==> src/include/sba_pkg.sv <==
package sba_pkg;

    // Command header layout and decode values
    localparam int SBA_HDR_TYPE_LSB = 29;
    localparam int SBA_HDR_SUB_LSB = 27;
    localparam int SBA_HDR_OPC_LSB = 24;
    localparam int SBA_HDR_SUBOP_LSB = 16;
    localparam int SBA_HDR_LEN_LSB = 0;
    localparam logic [2:0] SBA_GRAPHICS_PIPE_COMMAND_TYPE = 3'h3;
    localparam logic [1:0] SBA_COMMON_PIPE_SUBTYPE = 2'h0;
    localparam logic [2:0] SBA_NON_PIPELINED_OPCODE = 3'h1;
    localparam logic [7:0] SBA_SUB_OPCODE = 8'h01;
    localparam logic [7:0] SBA_LEN_DEFAULT = 8'h08;
    localparam logic [8:0] SBA_LEN_BIAS_AFTER_HDR = 9'h001;

    // Base dword layout
    localparam int SBA_NUM_BASES = 5;
    localparam int SBA_BASE_LSB = 12;
    localparam int SBA_MOCS_LSB = 8;
    localparam int SBA_SL_MOCS_LSB = 4;
    localparam int SBA_SL_WT_BIT = 3;
    localparam int SBA_MODIFY_BIT = 0;
    localparam logic [2:0] SBA_DW_FIRST = 3'h1;
    localparam logic [2:0] SBA_DW_LAST = 3'h5;
    localparam logic [2:0] SBA_DW_BEYOND = 3'h6;

    // Base slots, in dword order
    localparam int SBA_B_GENERAL = 0;
    localparam int SBA_B_SURFACE = 1;
    localparam int SBA_B_DYNAMIC = 2;
    localparam int SBA_B_INDIRECT = 3;
    localparam int SBA_B_INSTR = 4;

    // Control value bit positions
    localparam int SBA_MOCS_DISPLAY_BIT = 2;
    localparam int SBA_MOCS_LLC_BIT = 1;
    localparam int SBA_MOCS_L3_BIT = 0;

    // Register map and reset values
    localparam logic [7:0] SBA_OFS_CMD = 8'h00;
    localparam logic [7:0] SBA_OFS_STATUS = 8'h04;
    localparam logic [7:0] SBA_OFS_MODE = 8'h08;
    localparam logic [7:0] SBA_OFS_BASE0 = 8'h10;
    localparam logic [7:0] SBA_OFS_STEP = 8'h04;
    localparam logic [19:0] SBA_BASE_RST = 20'h00000;
    localparam logic [3:0] SBA_MOCS_RST = 4'h0;

    typedef enum logic [2:0] {
        SBA_IDLE = 3'b001,
        SBA_COLLECT = 3'b010,
        SBA_FLUSH = 3'b100
    } sba_parse_t;

    typedef enum logic [3:0] {
        SBA_CL_STATELESS = 4'h0,
        SBA_CL_GEN_INDIRECT = 4'h1,
        SBA_CL_DYNAMIC = 4'h2,
        SBA_CL_PUSH_CONST = 4'h3,
        SBA_CL_INSTR = 4'h4,
        SBA_CL_SYS_ROUTINE = 4'h5,
        SBA_CL_SURFACE = 4'h6,
        SBA_CL_INDIRECT_OBJ = 4'h7,
        SBA_CL_NONE = 4'h8
    } sba_class_t;

    typedef struct packed {
        sba_parse_t st;
        logic [8:0] remain;
        logic [2:0] dw_idx;
        logic [SBA_NUM_BASES-1:0][19:0] base;
        logic [SBA_NUM_BASES-1:0][3:0] mocs;
        logic [3:0] sl_mocs;
        logic sl_wt;
        logic [SBA_NUM_BASES-1:0][19:0] p_base;
        logic [SBA_NUM_BASES-1:0][3:0] p_mocs;
        logic [3:0] p_sl_mocs;
        logic p_sl_wt;
        logic cb_off_dis;
        logic [7:0] ignored_cnt;
        logic [7:0] commit_cnt;
        logic flush_req;
        logic pready;
        logic pslverr;
        logic [31:0] prdata;
        logic x_valid;
        logic [31:0] x_addr;
        logic [3:0] x_mocs;
        logic x_wt;
    } sba_state_t;

endpackage

==> src/hw/sba_state_base.sv <==
// Design decisions made here: the APB register port and the register addresses.
`timescale 1ns/1ps
// Function
// [RL1] Recognise setup header and its length
// [RL2] Dword 1 loads general base
// [RL3] General control value for indirect state
// [RL4] Separate control value for stateless accesses
// [RL5] Bit 3 picks stateless write-through
// [RL6] Modify-enable gates each dword's load
// [RL7] Dword 2 loads surface base, control
// [RL8] Dword 3 loads dynamic base, control
// [RL9] Push constants skip dynamic control value
// [RL10] Dword 4 loads indirect-object base, control
// [RL11] Bases always applied; zero disables relocation
// [RL12] Address is base plus relative offset
// [RL13] Stateless accesses use general base
// [RL14] Sampler, viewport, descriptor fetches use dynamic
// [RL15] Push constants: dynamic base or none
// [RL16] Both instruction streams use instruction base
// [RL17] Binding and surface fetches use surface
// [RL18] Other accesses get no base
// [RL19] Full flush before new bases apply
// [RL20] Software reissues pointer commands after change
// [RL21] Control bits: display, last-level, third-level
// [RL22] Dword 5 loads instruction base
// [RL23] Reserved command bits are ignored
module sba_state_base (
    input wire logic clk_in,
    input wire logic rst_n_in,
    input wire logic psel_in,
    input wire logic penable_in,
    input wire logic pwrite_in,
    input wire logic [7:0] paddr_in,
    input wire logic [31:0] pwdata_in,
    output logic [31:0] prdata_out,
    output logic pready_out,
    output logic pslverr_out,
    output logic flush_req_out,
    input wire logic flush_done_in,
    input wire logic req_valid_in,
    input wire logic [3:0] req_class_in,
    input wire logic [31:0] req_offset_in,
    input wire logic [3:0] req_mocs_in,
    output logic xlat_valid_out,
    output logic [31:0] xlat_addr_out,
    output logic [3:0] xlat_mocs_out,
    output logic display_data_flag_out,
    output logic last_level_cache_ctrl_out,
    output logic third_level_cache_ctrl_out,
    output logic write_through_out
);

    sba_pkg::sba_state_t r_ff;
    sba_pkg::sba_state_t nxt_r;
    logic acc_fire;
    logic cmd_fire;
    logic hdr_match;
    logic [2:0] slot_idx;

    assign acc_fire = psel_in && penable_in && r_ff.pready && !r_ff.pslverr;
    assign cmd_fire = acc_fire && pwrite_in && (paddr_in == sba_pkg::SBA_OFS_CMD);
    assign slot_idx = r_ff.dw_idx - sba_pkg::SBA_DW_FIRST;

    // Reserved bits 15:8 are not compared
    assign hdr_match =
        (pwdata_in[31:sba_pkg::SBA_HDR_TYPE_LSB] == sba_pkg::SBA_GRAPHICS_PIPE_COMMAND_TYPE) && // see [RL1] [RL23]
        (pwdata_in[sba_pkg::SBA_HDR_TYPE_LSB-1:sba_pkg::SBA_HDR_SUB_LSB] == sba_pkg::SBA_COMMON_PIPE_SUBTYPE) &&
        (pwdata_in[sba_pkg::SBA_HDR_SUB_LSB-1:sba_pkg::SBA_HDR_OPC_LSB] == sba_pkg::SBA_NON_PIPELINED_OPCODE) &&
        (pwdata_in[sba_pkg::SBA_HDR_OPC_LSB-1:sba_pkg::SBA_HDR_SUBOP_LSB] == sba_pkg::SBA_SUB_OPCODE);

    always_comb begin
        logic [19:0] sel_base;
        logic [7:0] ofs;
        logic hit;
        sel_base = 20'h00000;
        ofs = 8'h00;
        hit = 1'b0;
        nxt_r = r_ff;

        // Bus answer: decode in setup, ready in first access cycle
        nxt_r.pready = 1'b0;
        if (psel_in && !penable_in) begin
            nxt_r.pready = 1'b1;
            nxt_r.pslverr = 1'b0;
            nxt_r.prdata = 32'h00000000;
            if (paddr_in == sba_pkg::SBA_OFS_CMD) begin
                hit = 1'b1;
                nxt_r.pslverr = pwrite_in && (r_ff.st == sba_pkg::SBA_FLUSH);
            end else if (paddr_in == sba_pkg::SBA_OFS_STATUS) begin
                hit = 1'b1;
                nxt_r.prdata = {8'h00, r_ff.commit_cnt, r_ff.ignored_cnt, 6'h00,
                                r_ff.flush_req, r_ff.st == sba_pkg::SBA_COLLECT};
            end else if (paddr_in == sba_pkg::SBA_OFS_MODE) begin
                hit = 1'b1;
                nxt_r.prdata = {31'h00000000, r_ff.cb_off_dis};
            end
            for (int i = 0; i < sba_pkg::SBA_NUM_BASES; i++) begin
                ofs = sba_pkg::SBA_OFS_BASE0 + 8'(i * 4);
                if (paddr_in == ofs) begin
                    hit = 1'b1;
                    nxt_r.prdata = {r_ff.base[i], r_ff.mocs[i], 8'h00};
                    if (i == sba_pkg::SBA_B_GENERAL) begin
                        nxt_r.prdata[7:3] = {r_ff.sl_mocs, r_ff.sl_wt};
                    end
                end
            end
            if (!hit) begin
                nxt_r.pslverr = 1'b1;
            end
        end

        if (acc_fire && pwrite_in && (paddr_in == sba_pkg::SBA_OFS_MODE)) begin
            nxt_r.cb_off_dis = pwdata_in[0];
        end

        // Command parser
        unique case (r_ff.st)
            sba_pkg::SBA_IDLE: begin
                if (cmd_fire) begin
                    if (hdr_match) begin // see [RL1]
                        nxt_r.st = sba_pkg::SBA_COLLECT;
                        nxt_r.remain = {1'b0, pwdata_in[7:sba_pkg::SBA_HDR_LEN_LSB]} + sba_pkg::SBA_LEN_BIAS_AFTER_HDR;
                        nxt_r.dw_idx = sba_pkg::SBA_DW_FIRST;
                        nxt_r.p_base = r_ff.base;
                        nxt_r.p_mocs = r_ff.mocs;
                        nxt_r.p_sl_mocs = r_ff.sl_mocs;
                        nxt_r.p_sl_wt = r_ff.sl_wt;
                    end else begin
                        nxt_r.ignored_cnt = r_ff.ignored_cnt + 8'h01;
                    end
                end
            end
            sba_pkg::SBA_COLLECT: begin
                if (cmd_fire) begin
                    // Dwords past 5 are consumed without effect
                    if (r_ff.dw_idx <= sba_pkg::SBA_DW_LAST && pwdata_in[sba_pkg::SBA_MODIFY_BIT]) begin // see [RL6]
                        nxt_r.p_base[slot_idx] = pwdata_in[31:sba_pkg::SBA_BASE_LSB]; // see [RL2] [RL7] [RL8] [RL10] [RL22]
                        nxt_r.p_mocs[slot_idx] = pwdata_in[11:sba_pkg::SBA_MOCS_LSB]; // see [RL3] [RL7] [RL8] [RL10]
                        if (r_ff.dw_idx == sba_pkg::SBA_DW_FIRST) begin
                            nxt_r.p_sl_mocs = pwdata_in[7:sba_pkg::SBA_SL_MOCS_LSB]; // see [RL4]
                            nxt_r.p_sl_wt = pwdata_in[sba_pkg::SBA_SL_WT_BIT]; // see [RL5]
                        end
                    end
                    if (r_ff.dw_idx < sba_pkg::SBA_DW_BEYOND) begin
                        nxt_r.dw_idx = r_ff.dw_idx + 3'h1;
                    end
                    nxt_r.remain = r_ff.remain - 9'h001;
                    if (r_ff.remain == 9'h001) begin
                        nxt_r.st = sba_pkg::SBA_FLUSH;
                        nxt_r.flush_req = 1'b1; // see [RL19]
                    end
                end
            end
            sba_pkg::SBA_FLUSH: begin
                if (flush_done_in) begin // see [RL19]
                    nxt_r.base = r_ff.p_base;
                    nxt_r.mocs = r_ff.p_mocs;
                    nxt_r.sl_mocs = r_ff.p_sl_mocs;
                    nxt_r.sl_wt = r_ff.p_sl_wt;
                    nxt_r.flush_req = 1'b0;
                    nxt_r.st = sba_pkg::SBA_IDLE;
                    nxt_r.commit_cnt = r_ff.commit_cnt + 8'h01;
                end
            end
        endcase

        // Address relocation per access class
        nxt_r.x_valid = req_valid_in;
        if (req_valid_in) begin
            nxt_r.x_wt = 1'b0;
            nxt_r.x_mocs = req_mocs_in;
            sel_base = 20'h00000;
            unique case (req_class_in)
                sba_pkg::SBA_CL_STATELESS: begin
                    sel_base = r_ff.base[sba_pkg::SBA_B_GENERAL]; // see [RL13]
                    nxt_r.x_mocs = r_ff.sl_mocs; // see [RL4]
                    nxt_r.x_wt = r_ff.sl_wt && r_ff.sl_mocs[sba_pkg::SBA_MOCS_L3_BIT]; // see [RL5]
                end
                sba_pkg::SBA_CL_GEN_INDIRECT: begin
                    sel_base = r_ff.base[sba_pkg::SBA_B_GENERAL];
                    nxt_r.x_mocs = r_ff.mocs[sba_pkg::SBA_B_GENERAL]; // see [RL3]
                end
                sba_pkg::SBA_CL_DYNAMIC: begin
                    sel_base = r_ff.base[sba_pkg::SBA_B_DYNAMIC]; // see [RL14]
                    nxt_r.x_mocs = r_ff.mocs[sba_pkg::SBA_B_DYNAMIC];
                end
                sba_pkg::SBA_CL_PUSH_CONST: begin
                    sel_base = r_ff.cb_off_dis ? 20'h00000 : r_ff.base[sba_pkg::SBA_B_DYNAMIC]; // see [RL15]
                    nxt_r.x_mocs = req_mocs_in; // see [RL9]
                end
                sba_pkg::SBA_CL_INSTR, sba_pkg::SBA_CL_SYS_ROUTINE: begin
                    sel_base = r_ff.base[sba_pkg::SBA_B_INSTR]; // see [RL16]
                    nxt_r.x_mocs = r_ff.mocs[sba_pkg::SBA_B_INSTR];
                end
                sba_pkg::SBA_CL_SURFACE: begin
                    sel_base = r_ff.base[sba_pkg::SBA_B_SURFACE]; // see [RL17]
                    nxt_r.x_mocs = r_ff.mocs[sba_pkg::SBA_B_SURFACE];
                end
                sba_pkg::SBA_CL_INDIRECT_OBJ: begin
                    sel_base = r_ff.base[sba_pkg::SBA_B_INDIRECT]; // see [RL10]
                    nxt_r.x_mocs = r_ff.mocs[sba_pkg::SBA_B_INDIRECT];
                end
                default: begin
                    sel_base = 20'h00000; // see [RL18]
                end
            endcase
            nxt_r.x_addr = {sel_base, 12'h000} + req_offset_in; // see [RL11] [RL12]
        end
    end

    always_ff @(posedge clk_in or negedge rst_n_in) begin
        if (!rst_n_in) begin
            r_ff <= '0;
            r_ff.st <= sba_pkg::SBA_IDLE;
            r_ff.base <= {sba_pkg::SBA_NUM_BASES{sba_pkg::SBA_BASE_RST}};
            r_ff.mocs <= {sba_pkg::SBA_NUM_BASES{sba_pkg::SBA_MOCS_RST}};
            r_ff.sl_mocs <= sba_pkg::SBA_MOCS_RST;
        end else begin
            r_ff <= nxt_r;
        end
    end

    assign prdata_out = r_ff.prdata;
    assign pready_out = r_ff.pready;
    assign pslverr_out = r_ff.pslverr;
    assign flush_req_out = r_ff.flush_req;
    assign xlat_valid_out = r_ff.x_valid;
    assign xlat_addr_out = r_ff.x_addr;
    assign xlat_mocs_out = r_ff.x_mocs;
    assign display_data_flag_out = r_ff.x_mocs[sba_pkg::SBA_MOCS_DISPLAY_BIT]; // see [RL21]
    assign last_level_cache_ctrl_out = r_ff.x_mocs[sba_pkg::SBA_MOCS_LLC_BIT]; // see [RL21]
    assign third_level_cache_ctrl_out = r_ff.x_mocs[sba_pkg::SBA_MOCS_L3_BIT]; // see [RL21]
    assign write_through_out = r_ff.x_wt;

    // Check helpers
    logic col_fire;
    logic col_load;
    assign col_fire = (r_ff.st == sba_pkg::SBA_COLLECT) && cmd_fire;
    assign col_load = col_fire && pwdata_in[0];
endmodule

==> config.mk <==
export PLATFORM = sky130hd
export DESIGN_NAME = sba_state_base
export DESIGN_NICKNAME = d
export VERILOG_FILES = /design/src/include/sba_pkg.sv /design/src/hw/sba_state_base.sv
export SDC_FILE = /design/constraint.sdc
export NUM_CORES = 1
export LEC_CHECK = 0
export ABC_AREA = 1
export BUFFER_PORTS_ARGS = -buffer_cell sky130_fd_sc_hd__buf_2
export CORE_ASPECT_RATIO = 0.7
export CORE_MARGIN = 8
export CORE_UTILIZATION = 60
export CTS_BUF_LIST = sky130_fd_sc_hd__clkbuf_8 sky130_fd_sc_hd__clkbuf_16
export CTS_CLUSTER_DIAMETER = 60
export DETAILED_ROUTE_END_ITERATION = 10
export GPL_TIMING_DRIVEN = 1
export PLACE_DENSITY = 0.88
export SYNTH_ARGS = -nofsm -noshare
export SYNTH_HDL_FRONTEND = slang
export SYNTH_SLANG_ARGS = --single-unit
==> constraint.sdc <==
create_clock -name clk_in -period 3.25 [get_ports clk_in]
set_input_delay 0.325 -clock clk_in [delete_from_list [all_inputs] [get_ports clk_in]]
set_output_delay 0.325 -clock clk_in [all_outputs]
set_load 0.05 [all_outputs]
Yosys cells after proc, flatten, opt, wreduce, memory -nomap -nowiden --
Index checks and enable logic that the tools add are counted. Widths: inputs -> output; s select.
Word-level totals: bits in registers 355, bits of input ports 87, output and inout port bits 76
Cells by class: $add $sub $neg 7, magnitude comparators 4, eq/ne operators 30, multiplexer cells 49, bitwise gates (word level) 1, reduce and logical (&&, ||, !) cells 31
Operators with widths (count):
- $mux 125 | 4
- $pmux 125 s2 | 1
- $mux 32 | 5
- $pmux 20 s6 | 1
- $bwmux 100 | 1
- $demux 20 s3 | 1
- $mux 20 | 3
- $mux 24 | 2
- $mux 15 | 3
- $mux 34 | 1
- $add 32x32->32 | 1
- $eq 8x5->1 const B | 4
- $pmux 12 s2 | 1
- $pmux 4 s6 | 1
- $bwmux 20 | 1
- $add 8x1->8 const B | 2
- $eq 4x3->1 const B | 4
- $mux 1 | 16
- $ne 2x2->1 const B | 8
- $reduce_and 5->1 | 3
- $logic_and 1x1->1 | 14
- $demux 4 s3 | 1
- $add 8x1->9 const B | 1
- $eq 3x1->1 const B | 3
- 32 further kinds | 40

Longest topological paths before layout --
Gate-level depths: netlist (run 1).
depth in word-level cells 12, gate-level depth with buffers 20, gate-level depth less buffers 19

Worst setup path before layout (run 1) --
No wires, ideal clock.
path kind input -> register, from input port req_class_in[1], to register r_ff, in the netlist xlat_addr_out[24], data arrival time 2.755 ns, setup slack 0.377 ns, cell stages on the path 16, cell sequence inv_1 -> nor2_1 -> nand2_1 -> clkbuf_1 -> o22ai_1 -> a221oi_1 -> o21ai_0 -> ha_1 -> fa_1 -> nand3_1 -> nand3_1 -> nand3_1 -> nand3_1 -> or2_2 -> nand3_1 -> nand2_1
Between the ends: word-level cells in the longest chain between the ends 5, elaborated cells on any way between the ends 13, those cells by class 1 x add/sub; 7 x eq/ne; 2 x mux; 3 x reduce/logical
RTL lines:
- from (decl) | RTL line sba_state_base.sv:41 | input wire logic [3:0] req_class_in,
- $eq 4x3->1 (tied with other cells) | RTL line sba_state_base.sv:173 | unique case (req_class_in)
- $reduce_or 2->1, on equally long branches
- $pmux 20 s6 (*) | RTL line sba_state_base.sv:173
- $mux 20 (*) | RTL line sba_state_base.sv:169 | if (req_valid_in) begin
- $add 32x32->32 (*) | RTL line sba_state_base.sv:207 | nxt_r.x_addr = {sel_base, 12'h000} + req_offset_in;
- to (signal assigned) | RTL line sba_state_base.sv:219 | r_ff <= nxt_r;
- to (decl) | RTL line sba_state_base.sv:53 | sba_pkg::sba_state_t r_ff;
Every way passes the cells marked *; elsewhere a longest branch is shown, timed or not. The select of a mux whose other input is x is not followed. A chain may end at the register's enable or synchronous reset.

Worst setup path in the final report (run 1) --
from register r_ff[341] (netlist name), to register r_ff[104] (netlist name)
Between the ends: word-level cells in the longest chain between the ends 9, elaborated cells on any way between the ends 14, those cells by class 1 x add/sub; 3 x order compare; 1 x eq/ne; 6 x mux; 3 x reduce/logical
RTL lines:
- $sub 3x1->3 | RTL line sba_state_base.sv:62 | assign slot_idx = r_ff.dw_idx - sba_pkg::SBA_DW_FIRST;
- $lt 3x4->1 (implied by the code) or $ge 3x1->1 (tied branches) | RTL line sba_state_base.sv:138 | nxt_r.p_mocs[slot_idx] = pwdata_in[11:sba_pkg::SBA_MOCS_LSB];
- $logic_and 1x1->1 (implied by the code) | RTL line sba_state_base.sv:138
- $mux 4 (implied by the code) | RTL line sba_state_base.sv:138
- $demux 4 s3 | RTL line sba_state_base.sv:138
- $bwmux 20 | RTL line sba_state_base.sv:138
- $mux 125 | RTL line sba_state_base.sv:136 | if (r_ff.dw_idx <= sba_pkg::SBA_DW_LAST && pwdata_in[sba_pkg::SBA_MODIFY_BIT]) begin
- $mux 125 | RTL line sba_state_base.sv:134 | if (cmd_fire) begin
- $pmux 125 s2 | RTL line sba_state_base.sv:117 | unique case (r_ff.st)
Several ways; a longest one is shown, not always the timed one. The select of a mux whose other input is x is not followed.

==> results.md, run 1 <==
- maximum number of pins on one net before global-route repair: 181
- register area share after synthesis: 46.9%
- final setup skew: 27.0 ps
- DR WL/cell: 21.2 um
- Min-Delay Startpoint: req_offset_in[3]
- number of storage elements in the synthesis netlist: 354
- H-tree depth: 2
- wire length of the first global-routing pass: 99200 um
- post-synthesis instance total: 2474
- number of maximum-capacitance constraint violations: 0
- Reg clk slew, reported paths: 60 ps
- kind of start point of the critical path: flop
- DRT Pass-1 Iters: 7
- synthesized area per cell: 7.64 sq um
- sink count of the clock tree: 354
- FMAX: 333 MHz
- unique cell type count in the Yosys netlist: 49
- measured slew at the worst slew-check pin: 909 ps
- end point of the most critical hold path: xlat_addr_out[3]
- cell family with the largest share of critical-path delay: simple AND/OR/NAND/NOR gates
- grt total ovfl: 0
- sort of element at the end of the critical path: flop
- placeable core region: 31100 sq um
- library cell contributing the largest single delay on the critical path: sky130_fd_sc_hd__nor2_4
- most common cell type on the critical path: sky130_fd_sc_hd__nand2_1
- CTS resizes: 0
- Critical R2R Launch: r_ff[341]
- Final Hold Fails: 0
- global-route usage over all layers: 33.3%
- final estimated routing congestion in global placement: 0.988
- Port Buffer Count: 161
- total CTS buffers: 36
- Worst VDD drop: 0.402 mV
- type of the worst min-delay path: primary input to flop
- run status: completed
- estimated wirelength of the detail-placed design: 43700 um
- cell chosen for the clock root: sky130_fd_sc_hd__clkbuf_16
- number of global-route vias before repair: 17700
- clock tree from TritonCTS: yes
- number of placed I/O pins: 163
- CTS max path bufs: 3
- layout-stage area growth over the synthesis result: 11.4%
- initial antenna violation count: 3
- count of pins over their slew limit: 0
- cell count of the worst reg-to-reg path: 9
- Iter 0 DRT Violations: 3136
- Reg-to-Reg End: r_ff[104]
- final sum of negative setup slack: 0 ps
- register-to-register setup slack: 250 ps
- sequential standard cell area: 8860 sq um
- DRT antenna net count: 0
- number of buffer and inverter stages on the critical path: 2
- multi-input logic area: 8190 sq um
- die boundary height: 164 um
- drt total wl: 63800 um
- Worst Setup Slack, final: 246 ps
- Mapped Nets: 2589
- Cell Rows: 54
- critical path cell sequence: inv_1 > ha_1 > nor2_8 > nand2_4 > nand2_2 > inv_2 > nor2_4 > nand2_1 > nand2_1
- # setup viols final: 0
- period utilisation layout: 92.4%
- Critical Path Fanout Max: 24
- library cell occupying the most area in the post-synthesis netlist: sky130_fd_sc_hd__dfrtp_1
- most frequent cells after synthesis: sky130_fd_sc_hd__nand2_1, sky130_fd_sc_hd__dfrtp_1, sky130_fd_sc_hd__o21ai_0
- required time of the worst setup path: 3730 ps
- source-to-sink clock delay at the later pin of the worst-skew pair: 550 ps
- unrepaired setup endpoints after global routing: false
- remaining max-slew budget at the tightest pin: 39.0%
- setup slack at placement: 52.7 ps
- CP Data Arrival Time: 3480 ps
- Synth Flop Type: sky130_fd_sc_hd__dfrtp_1
- Cell Area, Synth: 18900 sq um
- worst hold path depth: 3
- floorplan die area: 37500 sq um
- post-route minimum period: 3000 ps
- leakage power summed over all cells: 10.7 nW
- largest stage delay on the critical path: 700 ps
- ranking of synthesized cells by area: sky130_fd_sc_hd__dfrtp_1, sky130_fd_sc_hd__nand2_1, sky130_fd_sc_hd__o21ai_0, sky130_fd_sc_hd__inv_1, sky130_fd_sc_hd__o22ai_1
- proportion of register bits with asynchronous set or reset after synthesis: 100%
- filler instances: 2480
- per-cell via count in the routed design: 6.18
- critical path type: flop to flop
- dominant cell by count in the synthesized netlist: sky130_fd_sc_hd__nand2_1
- Post-synth EDFFs: 0
- power per cell area: 740 nW/um^2
- DRC violation count after routing: 0
- layout cell share with drive strength beyond 1: 12.0%
- share of the synthesized area in the top cell type: 46.8%
- number of nets in the layout: 2673
- YS warnings: 0
- starting density of the core: 60.8%
- horizontal die dimension: 228 um
- via count: 18500
==> worst max-delay path by stage <==
stage | slack [ps] | start | cells after the start | end
after floorplan | 380 | req_class_in[1] | 16 | xlat_addr_out[24]
after global placement | 120 | req_class_in[1] | 18 | xlat_addr_out[30]
after detailed placement | 50 | req_class_in[1] | 18 | xlat_addr_out[30]
after CTS | 390 | r_ff[89] | 14 | xlat_addr_out[21]
after global routing | 120 | r_ff[341] | 9 | r_ff[104]
final | 250 | r_ff[341] | 9 | r_ff[104]
==> stage by stage <==
step	area [sq um]	utilization (%)	cells	hold WS [ps]	total power, mW
global route	21000	67.7	3002	23.7	16.2
global placement	19800	63.7	2930	376	10.9
finish	21000	67.7	3002	18.1	15.6
detailed placement	19800	63.7	2930	397	11.1
CTS	21000	67.7	3000	8.87	15.3
floorplan	18900	-	2474	29.4	9.50
==> routing by layer <==
layer	global-route usage, %	up-vias	wire length, um
li1	-	8207	-
met1	45.8	8608	25200
met2	46.9	1477	25300
met3	13.7	253	10800
met4	11.8	2	2500
met5	0	-	13
==> repair_timing <==
action | in CTS | in global routing
hold endpoints to repair | 93 | 0
buffers inserted | 0 | 0
hold buffers | 10 | 0
==> tightest hold or removal path, delay by kind of cell <==
kind | cells | cell delay (ps)
buffers and inverters | 1 | 80
AND/OR/NAND/NOR | 2 | 100
==> area by class of cell <==
cell class | count | area share, %
inverter | 224 | 4.02
clock buffer | 43 | 4.79
sequential | 354 | 42.1
timing repair buffer | 228 | 6.98
multi-input combinational | 1714 | 38.9
tap | 420 | 2.50
antenna | 2 | 0.0238
clock inverter | 17 | 0.672
==> placed cells by master (no fill, tap or decap), drive strengths merged, types with 2 or more instances in the layout <==
cell type    count
o211ai           5
o221ai           4
clkbuf          43
xnor2           13
bufinv           2
ha              27
a31oi            7
nor3             8
nor2           107
o22ai          105
dlygate4sd3     10
nand3b          10
o21bai           6
inv            231
nand3           93
or2              7
diode            2
o31ai            6
xor2            10
clkinv           8
o2111ai          2
a21oi           74
o21ai          275
nand2          875
buf            218
nand4           54
a221oi          19
dfrtp          353
==> cell families (layout without fill, tap and decap cells) <==
logic type | Yosys count | in the layout | synth area share [%]
compound gates | 505 | 505 | 14.9
xor+xnor | 23 | 23 | 1.17
fa+ha+maj | 28 | 28 | 1.89
buf+inv | 406 | 512 | 9.80
flops | 354 | 354 | 46.9
other cells | 1 | 3 | 0.0198
simple gates | 1157 | 1157 | 25.4
==> power breakdown <==
part	switching, mW	leakage [nW]	internal (mW)
combinational	3.99	5.43	1.35
clock	1.79	0.603	2.37
sequential	0.707	4.70	5.37
total	6.49	10.7	9.09
==> flip-flops by register name, indices dropped and copies added, names as in the netlist <==
signal / count
xlat_valid_out: 1
xlat_mocs_out: 4
xlat_addr_out: 32
r_ff: 282
pready_out: 1
write_through_out: 1
flush_req_out: 1
pslverr_out: 1
prdata_out: 31
(Power assumes the default switching activity.)
==> run 2, diff against run 1 <==
--- a/config.mk
+++ b/config.mk
@@ -14,7 +14,8 @@
 export CTS_CLUSTER_DIAMETER = 60
 export DETAILED_ROUTE_END_ITERATION = 10
 export GPL_TIMING_DRIVEN = 1
-export PLACE_DENSITY = 0.88
+export HOLD_SLACK_MARGIN = 0.05
+export PLACE_DENSITY = 0.8
 export SYNTH_ARGS = -nofsm -noshare
 export SYNTH_HDL_FRONTEND = slang
 export SYNTH_SLANG_ARGS = --single-unit
==> results.md, run 2 (synthesized netlist as in run 1, its figures left out) <==
- cell chosen for the clock root: sky130_fd_sc_hd__clkbuf_16
- commonest cells after routing, fill and taps aside: sky130_fd_sc_hd__nand2_1, sky130_fd_sc_hd__dfrtp_1, sky130_fd_sc_hd__o21ai_0
- DR WL/cell: 21.0 um, -1.4%
- CP Data Arrival Time: 3410 ps, -70 ps
- post-route minimum period: 2990 ps, -11.5 ps
- via count: 18300, -1.5%
- sink count of the clock tree: 354, unchanged
- most common cell type on the critical path: sky130_fd_sc_hd__nand2_1
- max FFs per register: 282, unchanged
- number of buffer and inverter stages on the critical path: 1, -1
- unrepaired setup endpoints after global routing: false
- required time of the worst setup path: 3670 ps, -60 ps
- measured slew at the worst slew-check pin: 885 ps, -24.6 ps
- per-cell via count in the routed design: 6.05, -2.0%
- sum of met2 wire segment lengths after detailed routing: 25100 um, -0.75%
- count of pins over their slew limit: 0, unchanged
- drt total wl: 63300 um, -0.83%
- Critical Path Fanout Max: 14, -42%
- clock tree from TritonCTS: yes
- top register by number of flip-flops: r_ff
- DRC violation count after routing: 0, unchanged
- estimated wirelength of the detail-placed design: 43900 um, +0.39%
- Port Buffer Count: 161, unchanged
- H-tree depth: 2, unchanged
- critical path type: flop to flop
- largest stage delay on the critical path: 510 ps, -190 ps
- cell family with the largest share of critical-path delay: compound AO/OA/AOI/OAI gates
- final estimated routing congestion in global placement: 0.984, -0.40%
- post-route total power: 15.7 mW, +0.90%
- number of maximum-capacitance constraint violations: 0, unchanged
- run status: completed
- placeable core region: 31100 sq um, unchanged
- final setup skew: 23.8 ps, -3.21 ps
- remaining max-slew budget at the tightest pin: 40.7%, +1.7 points
- leakage power summed over all cells: 10.8 nW, +0.76%
- setup slack at placement: -3.49 ps, -56.2 ps
- met3 wire len: 10000 um, -7.2%
- CTS max path bufs: 3, unchanged
- maximum number of pins on one net before global-route repair: 117, -35%
- kind of start point of the critical path: flop
- global-route usage over all layers: 32.9%, -0.34 points
- Worst Setup Slack, final: 258 ps, +11.5 ps
- Worst VDD drop: 0.591 mV, +47%
- # setup viols final: 0, unchanged
- library cell contributing the largest single delay on the critical path: sky130_fd_sc_hd__o21ai_0
- wire length of the first global-routing pass: 97400 um, -1.8%
- number of nets in the layout: 2684, +0.41%
- Cell Rows: 54, unchanged
- die boundary height: 164 um, unchanged
- filler instances: 2583, +4.2%
- floorplan die area: 37500 sq um, unchanged
- type of the worst min-delay path: primary input to flop
- total CTS buffers: 35, -2.8%
- Final Hold Fails: 0, unchanged
- sort of element at the end of the critical path: flop
- critical path cell sequence: a21oi_1 > nand2_2 > o21ai_0 > ha_1 > nand2_1 > inv_1 > a21oi_1 > nand2_1 > or2_2 > nand3_1 > nand2_1
- layout cell share with drive strength beyond 1: 12.7%, +0.74 points
- layout-stage area growth over the synthesis result: 12.5%
- topmost layer with routed signal wires: met5
- initial antenna violation count: 5, +2
- DRT Pass-1 Iters: 8, +1
- horizontal die dimension: 228 um, unchanged
- Reg clk slew, reported paths: 60 ps, about the same
- source-to-sink clock delay at the later pin of the worst-skew pair: 550 ps, about the same
- number of global-route vias before repair: 17000, -4.2%
- period utilisation layout: 92.1%, -0.35 points
- power per cell area: 740 nW/um^2, about the same
- grt total ovfl: 0, unchanged
- DRT antenna net count: 0, unchanged
- starting density of the core: 60.8%, unchanged
- DRT met1 WL: 26000 um, +3.5%
- number of placed I/O pins: 163, unchanged
- most common cell after layout, fill and taps aside: sky130_fd_sc_hd__nand2_1
- FMAX: 334 MHz, +0.38%
- Iter 0 DRT Violations: 2639, -16%
-- run 2: cell count changes in the layout (fill, tap and decap cells not counted), moves of 3 or more --
| cell | before | now |
|---|---|---|
| sky130_fd_sc_hd__clkbuf_8 | 6 | 10 |
| sky130_fd_sc_hd__buf_4 | 47 | 53 |
| sky130_fd_sc_hd__clkinv_2 | 2 | 10 |
| sky130_fd_sc_hd__dlygate4sd3_1 | 10 | 13 |
| sky130_fd_sc_hd__buf_12 | 10 | 13 |
| sky130_fd_sc_hd__inv_1 | 221 | 214 |
-- run 2: repair_timing --
action	4_1_cts	5_1_grt
hold buffers	13	0
setup buffers	0	0
endpoints found under the hold margin	86	0
resized for setup	0	3
endpoints found under the setup margin	0	14
-- run 2: tightest hold or removal path, delay by kind of cell --
family	cells	cell delay, ps
AND/OR/NAND/NOR	1	70
buffers and inverters	1	110
AO/OA/AOI/OAI	1	80
-- run 2: area by class of cell --
type                       count  area (sq um)  area share (%)
multi-input combinational   1714          8200            38.6
inverter                     224           846            3.98
tap                          420           526            2.47
clock buffer                  46          1040            4.89
timing repair buffer         240          1600            7.55
sequential                   354          8860            41.7
antenna                        2          5.00          0.0235
clock inverter                18           180           0.848
-- run 2: worst paths after layout --
path	from	end	slack (ps)	cells past startpoint
worst max-delay path	r_ff[89]	xlat_addr_out[21]	260	11
worst min-delay path	pwrite_in	pslverr_out	80	3
worst max register to register	r_ff[89]	xlat_addr_out[21]	260	11
worst min register to register	xlat_addr_out[1]	xlat_addr_out[1]	470	2
max in group asynchronous	rst_n_in	xlat_addr_out[30]	1940	3
min in group asynchronous	rst_n_in	r_ff[353]	370	2
-- run 2: where the power goes --
| group | total (mW) | internal (mW) | switching [mW] |
|---|---|---|---|
| Combinational | 5.35 | 1.39 | 3.96 |
| Sequential | 6.03 | 5.37 | 0.663 |
| Clock | 4.34 | 2.50 | 1.84 |
| Total | 15.7 | 9.26 | 6.46 |
-- run 2: per-layer routing --
| metal | track usage [%] | up-vias |
|---|---|---|
| li1 | - | 8237 |
| met3 | 13.2 | 168 |
| met4 | 10.3 | 8 |
| met5 | 0 | - |
| met2 | 45.8 | 1247 |
| met1 | 46.6 | 8604 |
-- run 2: stage by stage --
step	setup TNS [ps]	utilization [%]	area (sq um)	hold slack [ps]	std cells
4_1_cts	0	68.4	21200	84.0	3016
5_1_grt	0	68.4	21200	88.2	3016
6_report	0	68.4	21300	84.9	3018
3_3_place_gp	0	64.0	19900	372	2939
3_5_place_dp	-3.49	64.0	19900	381	2939
2_1_floorplan	0	-	18900	29.4	2474
